$ cat src/inc/ddsp_cfg.svh
// constants of the dual DAC serial command port
`ifndef DDSP_CFG_SVH
`define DDSP_CFG_SVH
`define DDSP_WORD_BITS 16
`define DDSP_DATA_BITS 12
`define DDSP_CMD_BITS 4
`define DDSP_CNT_BITS 5
`define DDSP_ZERO_SCALE 12'h000
`define DDSP_MID_SCALE 12'h800
`define DDSP_ADDR_BITS 2
`define DDSP_ADDR_STATUS 2'h0
`define DDSP_ADDR_DAC_A 2'h1
`define DDSP_ADDR_DAC_B 2'h2
`define DDSP_ADDR_CTRL_WORD 2'h3
`define DDSP_ADDR_COMMAND 2'h0
`define DDSP_STAT_CHAIN 0
`define DDSP_STAT_RISE 1
`define DDSP_STAT_CTRL 2
`define DDSP_STAT_RDBK 3
`define DDSP_STAT_BUFPWR 4
`define DDSP_CMDBIT_DEFAULTS 0
`endif

$ cat src/inc/ddsp_pkg.sv
// types of the dual DAC serial command port
package ddsp_pkg;
  typedef enum logic [1:0] {
    DDSP_IDLE = 2'h0,
    DDSP_SHIFT = 2'h1,
    DDSP_DONE = 2'h3
  } ddsp_state_t;
  typedef enum logic [3:0] {
    DDSP_NOP = 4'h0,
    DDSP_LDUP_A = 4'h1,
    DDSP_RDBK_A = 4'h2,
    DDSP_LOAD_A = 4'h3,
    DDSP_LDUP_B = 4'h4,
    DDSP_RDBK_B = 4'h5,
    DDSP_LOAD_B = 4'h6,
    DDSP_UPD_AB = 4'h7,
    DDSP_LOAD_AB = 4'h8,
    DDSP_CHAIN_OFF = 4'h9,
    DDSP_RISE_EDGE = 4'hA,
    DDSP_CLR_ZERO = 4'hB,
    DDSP_CLR_MID = 4'hC,
    DDSP_CTRL_WORD = 4'hD,
    DDSP_RESERVED = 4'hE,
    DDSP_NOP2 = 4'hF
  } ddsp_cmd_t;
endpackage : ddsp_pkg

$ cat src/logic/ddsp_port.sv
// serial command port of a dual 12-bit DAC
`timescale 1ns/1ps
`default_nettype none
`include "ddsp_cfg.svh"
module ddsp_port (
  // clock, reset, enable
  input wire logic i_sys_clk,
  input wire logic i_rst,
  input wire logic i_ce,
  // serial link from the host
  input wire logic i_frame_n,
  input wire logic i_sclk,
  input wire logic i_sdin,
  output logic o_serial_data_out,
  output logic o_serial_data_out_oe,
  // register port
  input wire logic [`DDSP_ADDR_BITS-1:0] i_addr,
  input wire logic [31:0] i_wdata,
  input wire logic i_wr,
  input wire logic i_rd,
  output logic [31:0] o_rdata,
  // DAC side
  output logic [`DDSP_DATA_BITS-1:0] o_dac_a,
  output logic [`DDSP_DATA_BITS-1:0] o_dac_b,
  output logic o_buf_pwr,
  output logic o_ctrl_mode,
  output logic [`DDSP_DATA_BITS-1:0] o_ctrl_word
);
  import ddsp_pkg::*;

  localparam int W = `DDSP_WORD_BITS;
  localparam int D = `DDSP_DATA_BITS;

  ////////////////////////////////////////////////////////////////////////////
  // edge detection; inputs are already synchronous to i_sys_clk
  logic sclk_q_reg, sclk_q_next, frame_q_reg, frame_q_next;
  logic sclk_rise, sclk_fall, frame_fall, frame_rise, sample_edge, launch_edge;
  assign sclk_rise = i_sclk & ~sclk_q_reg;
  assign sclk_fall = ~i_sclk & sclk_q_reg;
  assign frame_fall = ~i_frame_n & frame_q_reg;
  assign frame_rise = i_frame_n & ~frame_q_reg;

  // state of the serial engine and the DAC side
  ddsp_state_t state_reg, state_next;
  logic [W-1:0] sreg_reg, sreg_next;
  logic [`DDSP_CNT_BITS-1:0] cnt_reg, cnt_next;
  logic chain_reg, chain_next, rise_reg, rise_next, rdbk_reg, rdbk_next;
  logic bufpwr_reg, bufpwr_next, ctrl_reg, ctrl_next;
  logic sdo_reg, sdo_next, sdo_oe_reg, sdo_oe_next;
  logic [D-1:0] in_a_reg, in_a_next, in_b_reg, in_b_next;
  logic [D-1:0] dac_a_reg, dac_a_next, dac_b_reg, dac_b_next;
  logic [D-1:0] cword_reg, cword_next;
  logic [31:0] rdata_reg, rdata_next;
  logic exec_en;
  logic [W-1:0] exec_word;
  logic [D-1:0] exec_data;
  logic soft_defaults;

  // the active sampling edge is programmable; the serial output moves on the other
  assign sample_edge = rise_reg ? sclk_rise : sclk_fall;
  assign launch_edge = rise_reg ? sclk_fall : sclk_rise;
  assign soft_defaults = i_wr && (i_addr == `DDSP_ADDR_COMMAND) &&
                         i_wdata[`DDSP_CMDBIT_DEFAULTS];
  // data field of the word that acts in this cycle
  assign exec_data = exec_word[D-1:0];

  // shift word with the next serial bit appended at the bottom
  function automatic logic [W-1:0] shift_in(input logic [W-1:0] s, input logic b);
    shift_in = {s[W-2:0], b};
  endfunction : shift_in

  // value returned by a readback command
  function automatic logic [D-1:0] rdbk_val(input logic [W-1:0] w);
    rdbk_val = (ddsp_cmd_t'(w[W-1:D]) == DDSP_RDBK_B) ? dac_b_reg : dac_a_reg;
  endfunction : rdbk_val

  ////////////////////////////////////////////////////////////////////////////
  // serial framing: counter, shift register, buffer power and serial output
  always_comb begin
    state_next = state_reg;
    sreg_next = sreg_reg;
    cnt_next = cnt_reg;
    bufpwr_next = bufpwr_reg;
    sdo_next = sdo_reg;
    sdo_oe_next = sdo_oe_reg;
    exec_en = 1'b0;
    exec_word = sreg_reg;
    sclk_q_next = i_sclk;
    frame_q_next = i_frame_n;
    if (frame_fall) begin
      // counter restarts; buffers wake only for a frame
      state_next = DDSP_SHIFT;
      cnt_next = '0;
      bufpwr_next = 1'b1;
      sdo_next = sreg_reg[W-1];
      sdo_oe_next = chain_reg | rdbk_reg;
    end else if (frame_rise) begin
      // a chained word acts here; a short standalone word is dropped
      if (state_reg == DDSP_SHIFT && chain_reg && cnt_reg >= 5'(W)) begin
        exec_en = 1'b1;
      end
      state_next = DDSP_IDLE;
      bufpwr_next = 1'b0;
      sdo_oe_next = chain_reg;
    end else if (state_reg == DDSP_SHIFT) begin
      if (sample_edge) begin
        sreg_next = shift_in(sreg_reg, i_sdin);
        if (cnt_reg != 5'(W)) begin
          cnt_next = cnt_reg + 5'h1;
        end
        if (!chain_reg && cnt_reg == 5'(W - 1)) begin
          exec_en = 1'b1;
          exec_word = shift_in(sreg_reg, i_sdin);
          state_next = DDSP_DONE;
        end
      end
      if (launch_edge) begin
        sdo_next = sreg_reg[W-1];
      end
    end
    // a readback command swaps the shift word for the DAC code to be sent back
    if (exec_en && (ddsp_cmd_t'(exec_word[W-1:D]) inside {DDSP_RDBK_A, DDSP_RDBK_B})) begin
      sreg_next = {4'h0, rdbk_val(exec_word)};
    end
  end

  always_ff @(posedge i_sys_clk) begin
    if (i_rst) begin
      state_reg <= DDSP_IDLE;
      sreg_reg <= '0;
      cnt_reg <= '0;
      bufpwr_reg <= 1'b0;
      sdo_reg <= 1'b0;
      sdo_oe_reg <= 1'b1;
      sclk_q_reg <= 1'b0;
      frame_q_reg <= 1'b1;
    end else if (i_ce) begin
      state_reg <= state_next;
      sreg_reg <= sreg_next;
      cnt_reg <= cnt_next;
      bufpwr_reg <= bufpwr_next;
      sdo_reg <= sdo_next;
      sdo_oe_reg <= sdo_oe_next;
      sclk_q_reg <= sclk_q_next;
      frame_q_reg <= frame_q_next;
    end
  end

  ////////////////////////////////////////////////////////////////////////////
  // command decode; the load pin is taken as held low, so updates are immediate
  always_comb begin
    logic [D-1:0] d;
    d = exec_data;
    in_a_next = in_a_reg;
    in_b_next = in_b_reg;
    dac_a_next = dac_a_reg;
    dac_b_next = dac_b_reg;
    chain_next = chain_reg;
    rise_next = rise_reg;
    ctrl_next = ctrl_reg;
    cword_next = cword_reg;
    // a pending readback stays until the next frame starts shifting it out
    rdbk_next = frame_fall ? 1'b0 : rdbk_reg;
    // software defaults first, so a command landing in the same cycle still wins
    if (soft_defaults) begin
      in_a_next = `DDSP_ZERO_SCALE;
      in_b_next = `DDSP_ZERO_SCALE;
      dac_a_next = `DDSP_ZERO_SCALE;
      dac_b_next = `DDSP_ZERO_SCALE;
      chain_next = 1'b1;
      rise_next = 1'b0;
      ctrl_next = 1'b0;
      cword_next = '0;
      rdbk_next = 1'b0;
    end
    if (exec_en) begin
      unique case (ddsp_cmd_t'(exec_word[W-1:D]))
        DDSP_LDUP_A: begin
          in_a_next = d;
          dac_a_next = d;
        end
        DDSP_LDUP_B: begin
          in_b_next = d;
          dac_b_next = d;
        end
        DDSP_LOAD_A: in_a_next = d;
        DDSP_LOAD_B: in_b_next = d;
        DDSP_LOAD_AB: begin
          in_a_next = d;
          in_b_next = d;
        end
        DDSP_UPD_AB: begin
          dac_a_next = in_a_next;
          dac_b_next = in_b_next;
        end
        DDSP_RDBK_A, DDSP_RDBK_B: rdbk_next = 1'b1;
        DDSP_CHAIN_OFF: chain_next = 1'b0;
        DDSP_RISE_EDGE: rise_next = 1'b1;
        DDSP_CLR_ZERO: begin
          dac_a_next = `DDSP_ZERO_SCALE;
          dac_b_next = `DDSP_ZERO_SCALE;
        end
        DDSP_CLR_MID: begin
          dac_a_next = `DDSP_MID_SCALE;
          dac_b_next = `DDSP_MID_SCALE;
        end
        DDSP_CTRL_WORD: begin
          ctrl_next = 1'b1;
          cword_next = d;
        end
        DDSP_NOP, DDSP_NOP2, DDSP_RESERVED: ;
      endcase
    end
  end

  // power-on defaults; software defaults arrive through the decode above
  always_ff @(posedge i_sys_clk) begin
    if (i_rst) begin
      in_a_reg <= `DDSP_ZERO_SCALE;
      in_b_reg <= `DDSP_ZERO_SCALE;
      dac_a_reg <= `DDSP_ZERO_SCALE;
      dac_b_reg <= `DDSP_ZERO_SCALE;
      chain_reg <= 1'b1;
      rise_reg <= 1'b0;
      ctrl_reg <= 1'b0;
      cword_reg <= '0;
      rdbk_reg <= 1'b0;
    end else if (i_ce) begin
      in_a_reg <= in_a_next;
      in_b_reg <= in_b_next;
      dac_a_reg <= dac_a_next;
      dac_b_reg <= dac_b_next;
      chain_reg <= chain_next;
      rise_reg <= rise_next;
      ctrl_reg <= ctrl_next;
      cword_reg <= cword_next;
      rdbk_reg <= rdbk_next;
    end
  end

  ////////////////////////////////////////////////////////////////////////////
  // register read port: data stands one cycle after the strobe, else zero
  always_comb begin
    rdata_next = 32'h0;
    if (i_rd) begin
      unique case (i_addr)
        `DDSP_ADDR_STATUS: rdata_next = {27'h0, bufpwr_reg, rdbk_reg, ctrl_reg,
                                         rise_reg, chain_reg};
        `DDSP_ADDR_DAC_A: rdata_next = {20'h0, dac_a_reg};
        `DDSP_ADDR_DAC_B: rdata_next = {20'h0, dac_b_reg};
        `DDSP_ADDR_CTRL_WORD: rdata_next = {20'h0, cword_reg};
      endcase
    end
  end

  always_ff @(posedge i_sys_clk) begin
    if (i_rst) begin
      rdata_reg <= 32'h0;
    end else if (i_ce) begin
      rdata_reg <= rdata_next;
    end
  end

  // outputs straight from flops
  assign o_serial_data_out = sdo_reg;
  assign o_serial_data_out_oe = sdo_oe_reg;
  assign o_rdata = rdata_reg;
  assign o_dac_a = dac_a_reg;
  assign o_dac_b = dac_b_reg;
  assign o_buf_pwr = bufpwr_reg;
  assign o_ctrl_mode = ctrl_reg;
  assign o_ctrl_word = cword_reg;
endmodule : ddsp_port
`default_nettype wire
$ cat config.mk
export PLATFORM = sky130hd
export DESIGN_NAME = ddsp_port
export DESIGN_NICKNAME = d
export VERILOG_FILES = /design/src/inc/ddsp_pkg.sv /design/src/logic/ddsp_port.sv
export VERILOG_INCLUDE_DIRS = /design/src /design/src/inc
export SDC_FILE = /design/constraint.sdc
export NUM_CORES = 1
export LEC_CHECK = 0
export ABC_AREA = 0
export ABC_CLOCK_PERIOD_IN_PS = 3500
export BUFFER_PORTS_ARGS = -buffer_cell sky130_fd_sc_hd__buf_2
export CAP_MARGIN = 20
export CORE_ASPECT_RATIO = 1.5
export CORE_MARGIN = 3
export CORE_UTILIZATION = 50
export DETAILED_ROUTE_END_ITERATION = 8
export GPL_TIMING_DRIVEN = 1
export PLACE_DENSITY = 0.75
export SYNTH_ARGS = -nofsm -noshare
export SYNTH_HDL_FRONTEND = slang
export SYNTH_SLANG_ARGS = --single-unit
$ cat constraint.sdc
create_clock -name i_sys_clk -period 3.5 [get_ports i_sys_clk]
set_clock_uncertainty 0.1 [all_clocks]
set_input_delay 0.35 -clock i_sys_clk [delete_from_list [all_inputs] [get_ports i_sys_clk]]
set_output_delay 0.35 -clock i_sys_clk [all_outputs]
set_load 0.05 [all_outputs]
# Word-level counts from Yosys, hierarchy flattened
# Cells that the tools add are included.
# word_totals
out_inout_bits	72
reg_bits	124
elab_cells	145
# op_classes
n_lt_le_gt_ge	1
muxes	67
reduce_logical	27
bitwise_logic	9
add_sub_neg	1
eq_ne	22
# ops
cell	count
$mux 12	14
$mux 16	10
$pmux 32 s4	1
$pmux 12 s4	2
$mux 32	1
$mux 1	29
$mux 5	5
$eq 4x4->1 const B	6
$eq 4x3->1 const B	4
$reduce_bool 2->1	8
$mux 2	5
$reduce_and 5->1	2
$reduce_bool 3->1	3
$eq 4x2->1 const B	2
$reduce_and 4->1	2
$logic_and 1x1->1	6
$reduce_or 3->1	2
$add 5x1->5 const B	1
$eq 5x4->1 const B	1
$ge 5x5->1 const B	1
$ne 5x5->1 const B	1
$and 1x1->1	4
$eq 2x1->1 const B	2
$eq 2x2->1 const B	2
other kinds (9)	13

# Longest topological paths before layout
# logic_depth
ltp_word	12
mapped_depth	11
mapped_depth_nobuf	8

# Worst setup path after synthesis
# OpenSTA, ideal clock, no wires.
# synth_path
path_kind	register to register
start	reg cnt_reg[0]
end	reg dac_b_reg[1], in the netlist o_dac_b[1]
path_stages_with_launch	12
setup_slack_ns	1.050
required_ns	3.283
n_path_buf	3
t_arrival_ns	2.233
path_cell_list	dfxtp_1 ha_1 and3_1 ha_1 nor3b_1 o211ai_2 buf_4 buf_2 mux2i_1 buf_2 o2bb2ai_1 a22o_1
# synth_between
elab_chain_cells	10
# synth_lines
element	line	source
start, declared	ddsp_port.sv:46	logic [`DDSP_CNT_BITS-1:0] cnt_reg, cnt_next;
start signal, assigned	ddsp_port.sv:140	cnt_reg <= cnt_next;
$eq 5x4->1	ddsp_port.sv:111	if (!chain_reg && cnt_reg == 5'(W - 1)) begin
$logic_and 1x1->1	ddsp_port.sv:111	
$mux 16	ddsp_port.sv:111	
$mux 16	ddsp_port.sv:106	if (sample_edge) begin
$mux 16	ddsp_port.sv:105	end else if (state_reg == DDSP_SHIFT) begin
$mux 16	ddsp_port.sv:97	end else if (frame_rise) begin
$mux 16	ddsp_port.sv:90	if (frame_fall) begin
$eq 4x4->1 / $eq 4x3->1 (equally long branches)	ddsp_port.sv:177	unique case (ddsp_cmd_t'(exec_word[W-1:D]))
$pmux 12 s4	ddsp_port.sv:177	
$mux 12 *	ddsp_port.sv:176	if (exec_en) begin
end signal, assigned	ddsp_port.sv:222	dac_b_reg <= `DDSP_ZERO_SCALE;
end signal, assigned	ddsp_port.sv:232	dac_b_reg <= dac_b_next;
end, declared	ddsp_port.sv:51	logic [D-1:0] dac_a_reg, dac_a_next, dac_b_reg, dac_b_next;
# Mark *: on every way between the ends. The rest lies on a longest branch, timed or not.
# A chain may end at the register's enable or synchronous reset.

# Final worst setup path
# layout_path
start	reg cnt_reg[0]
end	reg dac_b_reg[6], in the netlist o_dac_b[6]
# The elaborated chain is that of the path after synthesis.

==> reports/metrics.yaml <==
hpwlAfterDp_um: 11380
final_cell_mix: "dfxtp_1 (104), nand2_1 (65), buf_2 (62)"
cts_hold_buf: 0
fin_util_pct: 57.38
largest_reg_flops: 16
synth_edf_count: 0
clock-sinks: 104
netlist_instances: 605
hold_path.class: "in -> reg"
cts_resized: 0
crit_top_cell: "ha_1"
drc: 0
dp_slack_ps: 263.0
drv_cap: 0
grt_max_degree: 39
synth_ff_type: "dfxtp_1"
yosysWarnings: 0
nNetsFinal: 694
drt_pass1_iterations: 5
cp-start-kind: "flip-flop"
drive_gt1_share_pct: 20.28
avgSynthCellArea_um2: 9.228
critPathMaxStageDelay_ps: 810
fin_area_um2: 6176
drt_iter0_markers: 306
fillers: 1005
cts_post_setup_buffers_inserted: 0
postRouteWirelength_um: 16150
rsz0062_at_grt: "false"
finalCritPeriodShare_pct: 90.74
required_ps: 3680
grt_pass1_wl_um: 25100
drv_slew: 0
clockBufferDepth: 2
finalSetupViolCount: 0
groute.usage.overall_pct: 25.47
fmax_mhz: 314.9
synth-seq-cells: 104
wl_per_cell_um: 20.32
synth_top_area_share_pct: 37.29
syn_to_final_growth_pct: 10.62
h-tree-depth: 3
yosysTopAreaCell: "dfxtp_1"
ant_nets: 0
ys_types: 69
worstPathMaxFanout: 12
rows: 46
leakagePower_nw: 2.521
dieArea_um2: 12500
crit_arrival_ps: 3360
hold_viol: 0
cts_inserted_buffers: 9
cts_tree: "done"
antenna_found_initial: 0
grt_pass1_vias: 4815
syn_area_um2: 5583
final_common_cell: "dfxtp_1"
placed_area_um2: 5897
core_um2: 10760
num_vias: 5014
clockRootBuffer: "clkbuf_16"
setup-tns-final_ps: 0
die_x_um: 92.28
clk_latency_ps: 340
ys_top_cells_by_area: "dfxtp_1 (37%), mux2i_1 (7.9%), nand2_1 (4.4%)"
port_buffers: 62
worst_pin_slew_ps: 951.0
io_pins: 114
crit_slowest_cell: "a311oi_2"
slew_headroom_pct: 36.60
fin_ws_ps: 323.9
synth-async-reset-ratio_pct: 0
path_cells: "ha_1, and3_1, ha_1, nor3b_1, o211a_1, nand3b_1, a311oi_2, a22o_1"
status: "finished, final reports clean"
pwr_density_cell_nw_per_um2: 369.4
via_per_inst: 6.307
globalplace.congestion: 0.9253
ir_drop_v: 0.0003603
power_w: 0.002281
fp.dieH_um: 135.4
diodes: 0
period_needed_ps: 3176
grt.overflow.total: 0
clk_pin_slew_ps: 70
synth.yosys.seq_area_share_pct: 37.29
initial_core_util_pct: 51.87
cp-end-kind: "flip-flop"
crit_type: "reg -> reg"
-- per-stage QoR --
stage	hold slack (ps)	std cells
2_1_floorplan	334.8	624
6_report	198.4	795
5_1_grt	220.9	795
4_1_cts	195.5	794
3_5_place_dp	351.8	778
3_3_place_gp	343.8	778
-- where the power goes --
group | total, W | internal [W] | switching, W
Combinational | 0.000151 | 0.0000287 | 0.000122
Clock | 0.000941 | 0.000483 | 0.000458
Sequential | 0.00119 | 0.00119 | 0.00000332
Total | 0.00228 | 0.00170 | 0.000583
-- worst max-delay path: cells and delay by family (launching register included) --
| kind | cells | cell delay [ps] |
|---|---|---|
| fa+ha+maj | 2 | 350 |
| flops | 1 | 390 |
| simple gates | 3 | 760 |
| compound gates | 3 | 1510 |
-- logic make-up (layout without fill, tap and decap cells) --
| family | Yosys count | in the layout | synth area share, % |
|---|---|---|---|
| other | 1 | 20 | 0.06717 |
| flip-flops | 104 | 104 | 37.29 |
| AND/OR/NAND/NOR | 185 | 185 | 16.94 |
| adder cells (fa/ha/maj) | 6 | 6 | 1.345 |
| AO/OA/AOI/OAI | 160 | 160 | 22.52 |
| multiplexers | 68 | 68 | 13.74 |
| XOR/XNOR | 4 | 4 | 0.6276 |
| buffers and inverters | 77 | 104 | 7.463 |
-- metal layers --
| metal | routed length, µm | vias to the layer above | GRT usage, % |
|---|---|---|---|
| met5 | 0 | - | 0 |
| met1 | 6170 | 2444 | 28.54 |
| met3 | 770 | 57 | 3.947 |
| li1 | - | 2307 | - |
| met2 | 8233 | 206 | 44.67 |
| met4 | 979 | 0 | 16.28 |
-- Yosys cell counts, types with 5 or more instances --
library cell / instances
o22ai_1: 13
ha_1: 6
o21ai_0: 12
clkbuf_1: 25
mux2i_1: 44
mux4_2: 5
a22oi_1: 29
a22o_1: 13
a211oi_1: 5
nand3_1: 10
inv_1: 9
o2bb2ai_1: 11
a32o_1: 19
nor3b_1: 7
a221o_1: 9
buf_2: 12
buf_4: 28
mux2_2: 19
nor2_1: 44
dfxtp_1: 104
a21oi_1: 16
nor3_1: 11
nor2b_1: 8
nand2_1: 65
-- worst paths after layout --
check	from	to	slack (ps)	cells after the start
max	cnt_reg[0]	o_dac_b[6]	320	8
max reg2reg	cnt_reg[0]	o_dac_b[6]	320	8
min reg2reg	in_a_reg[7]	in_a_reg[7]	360	2
min	i_frame_n	frame_q_reg	200	3
-- final cells by class --
cell class / instances / area [µm²] / share of cell area (%)
clock buffer: 9 / 225.2 / 3.647
sequential: 104 / 2082 / 33.71
tap: 144 / 180.2 / 2.917
inverter: 9 / 33.78 / 0.5470
multi-input combinational: 443 / 3171 / 51.34
clock inverter: 7 / 46.29 / 0.7496
timing repair buffer: 79 / 437.9 / 7.091
Note: power is estimated with default switching activity, not from simulation.
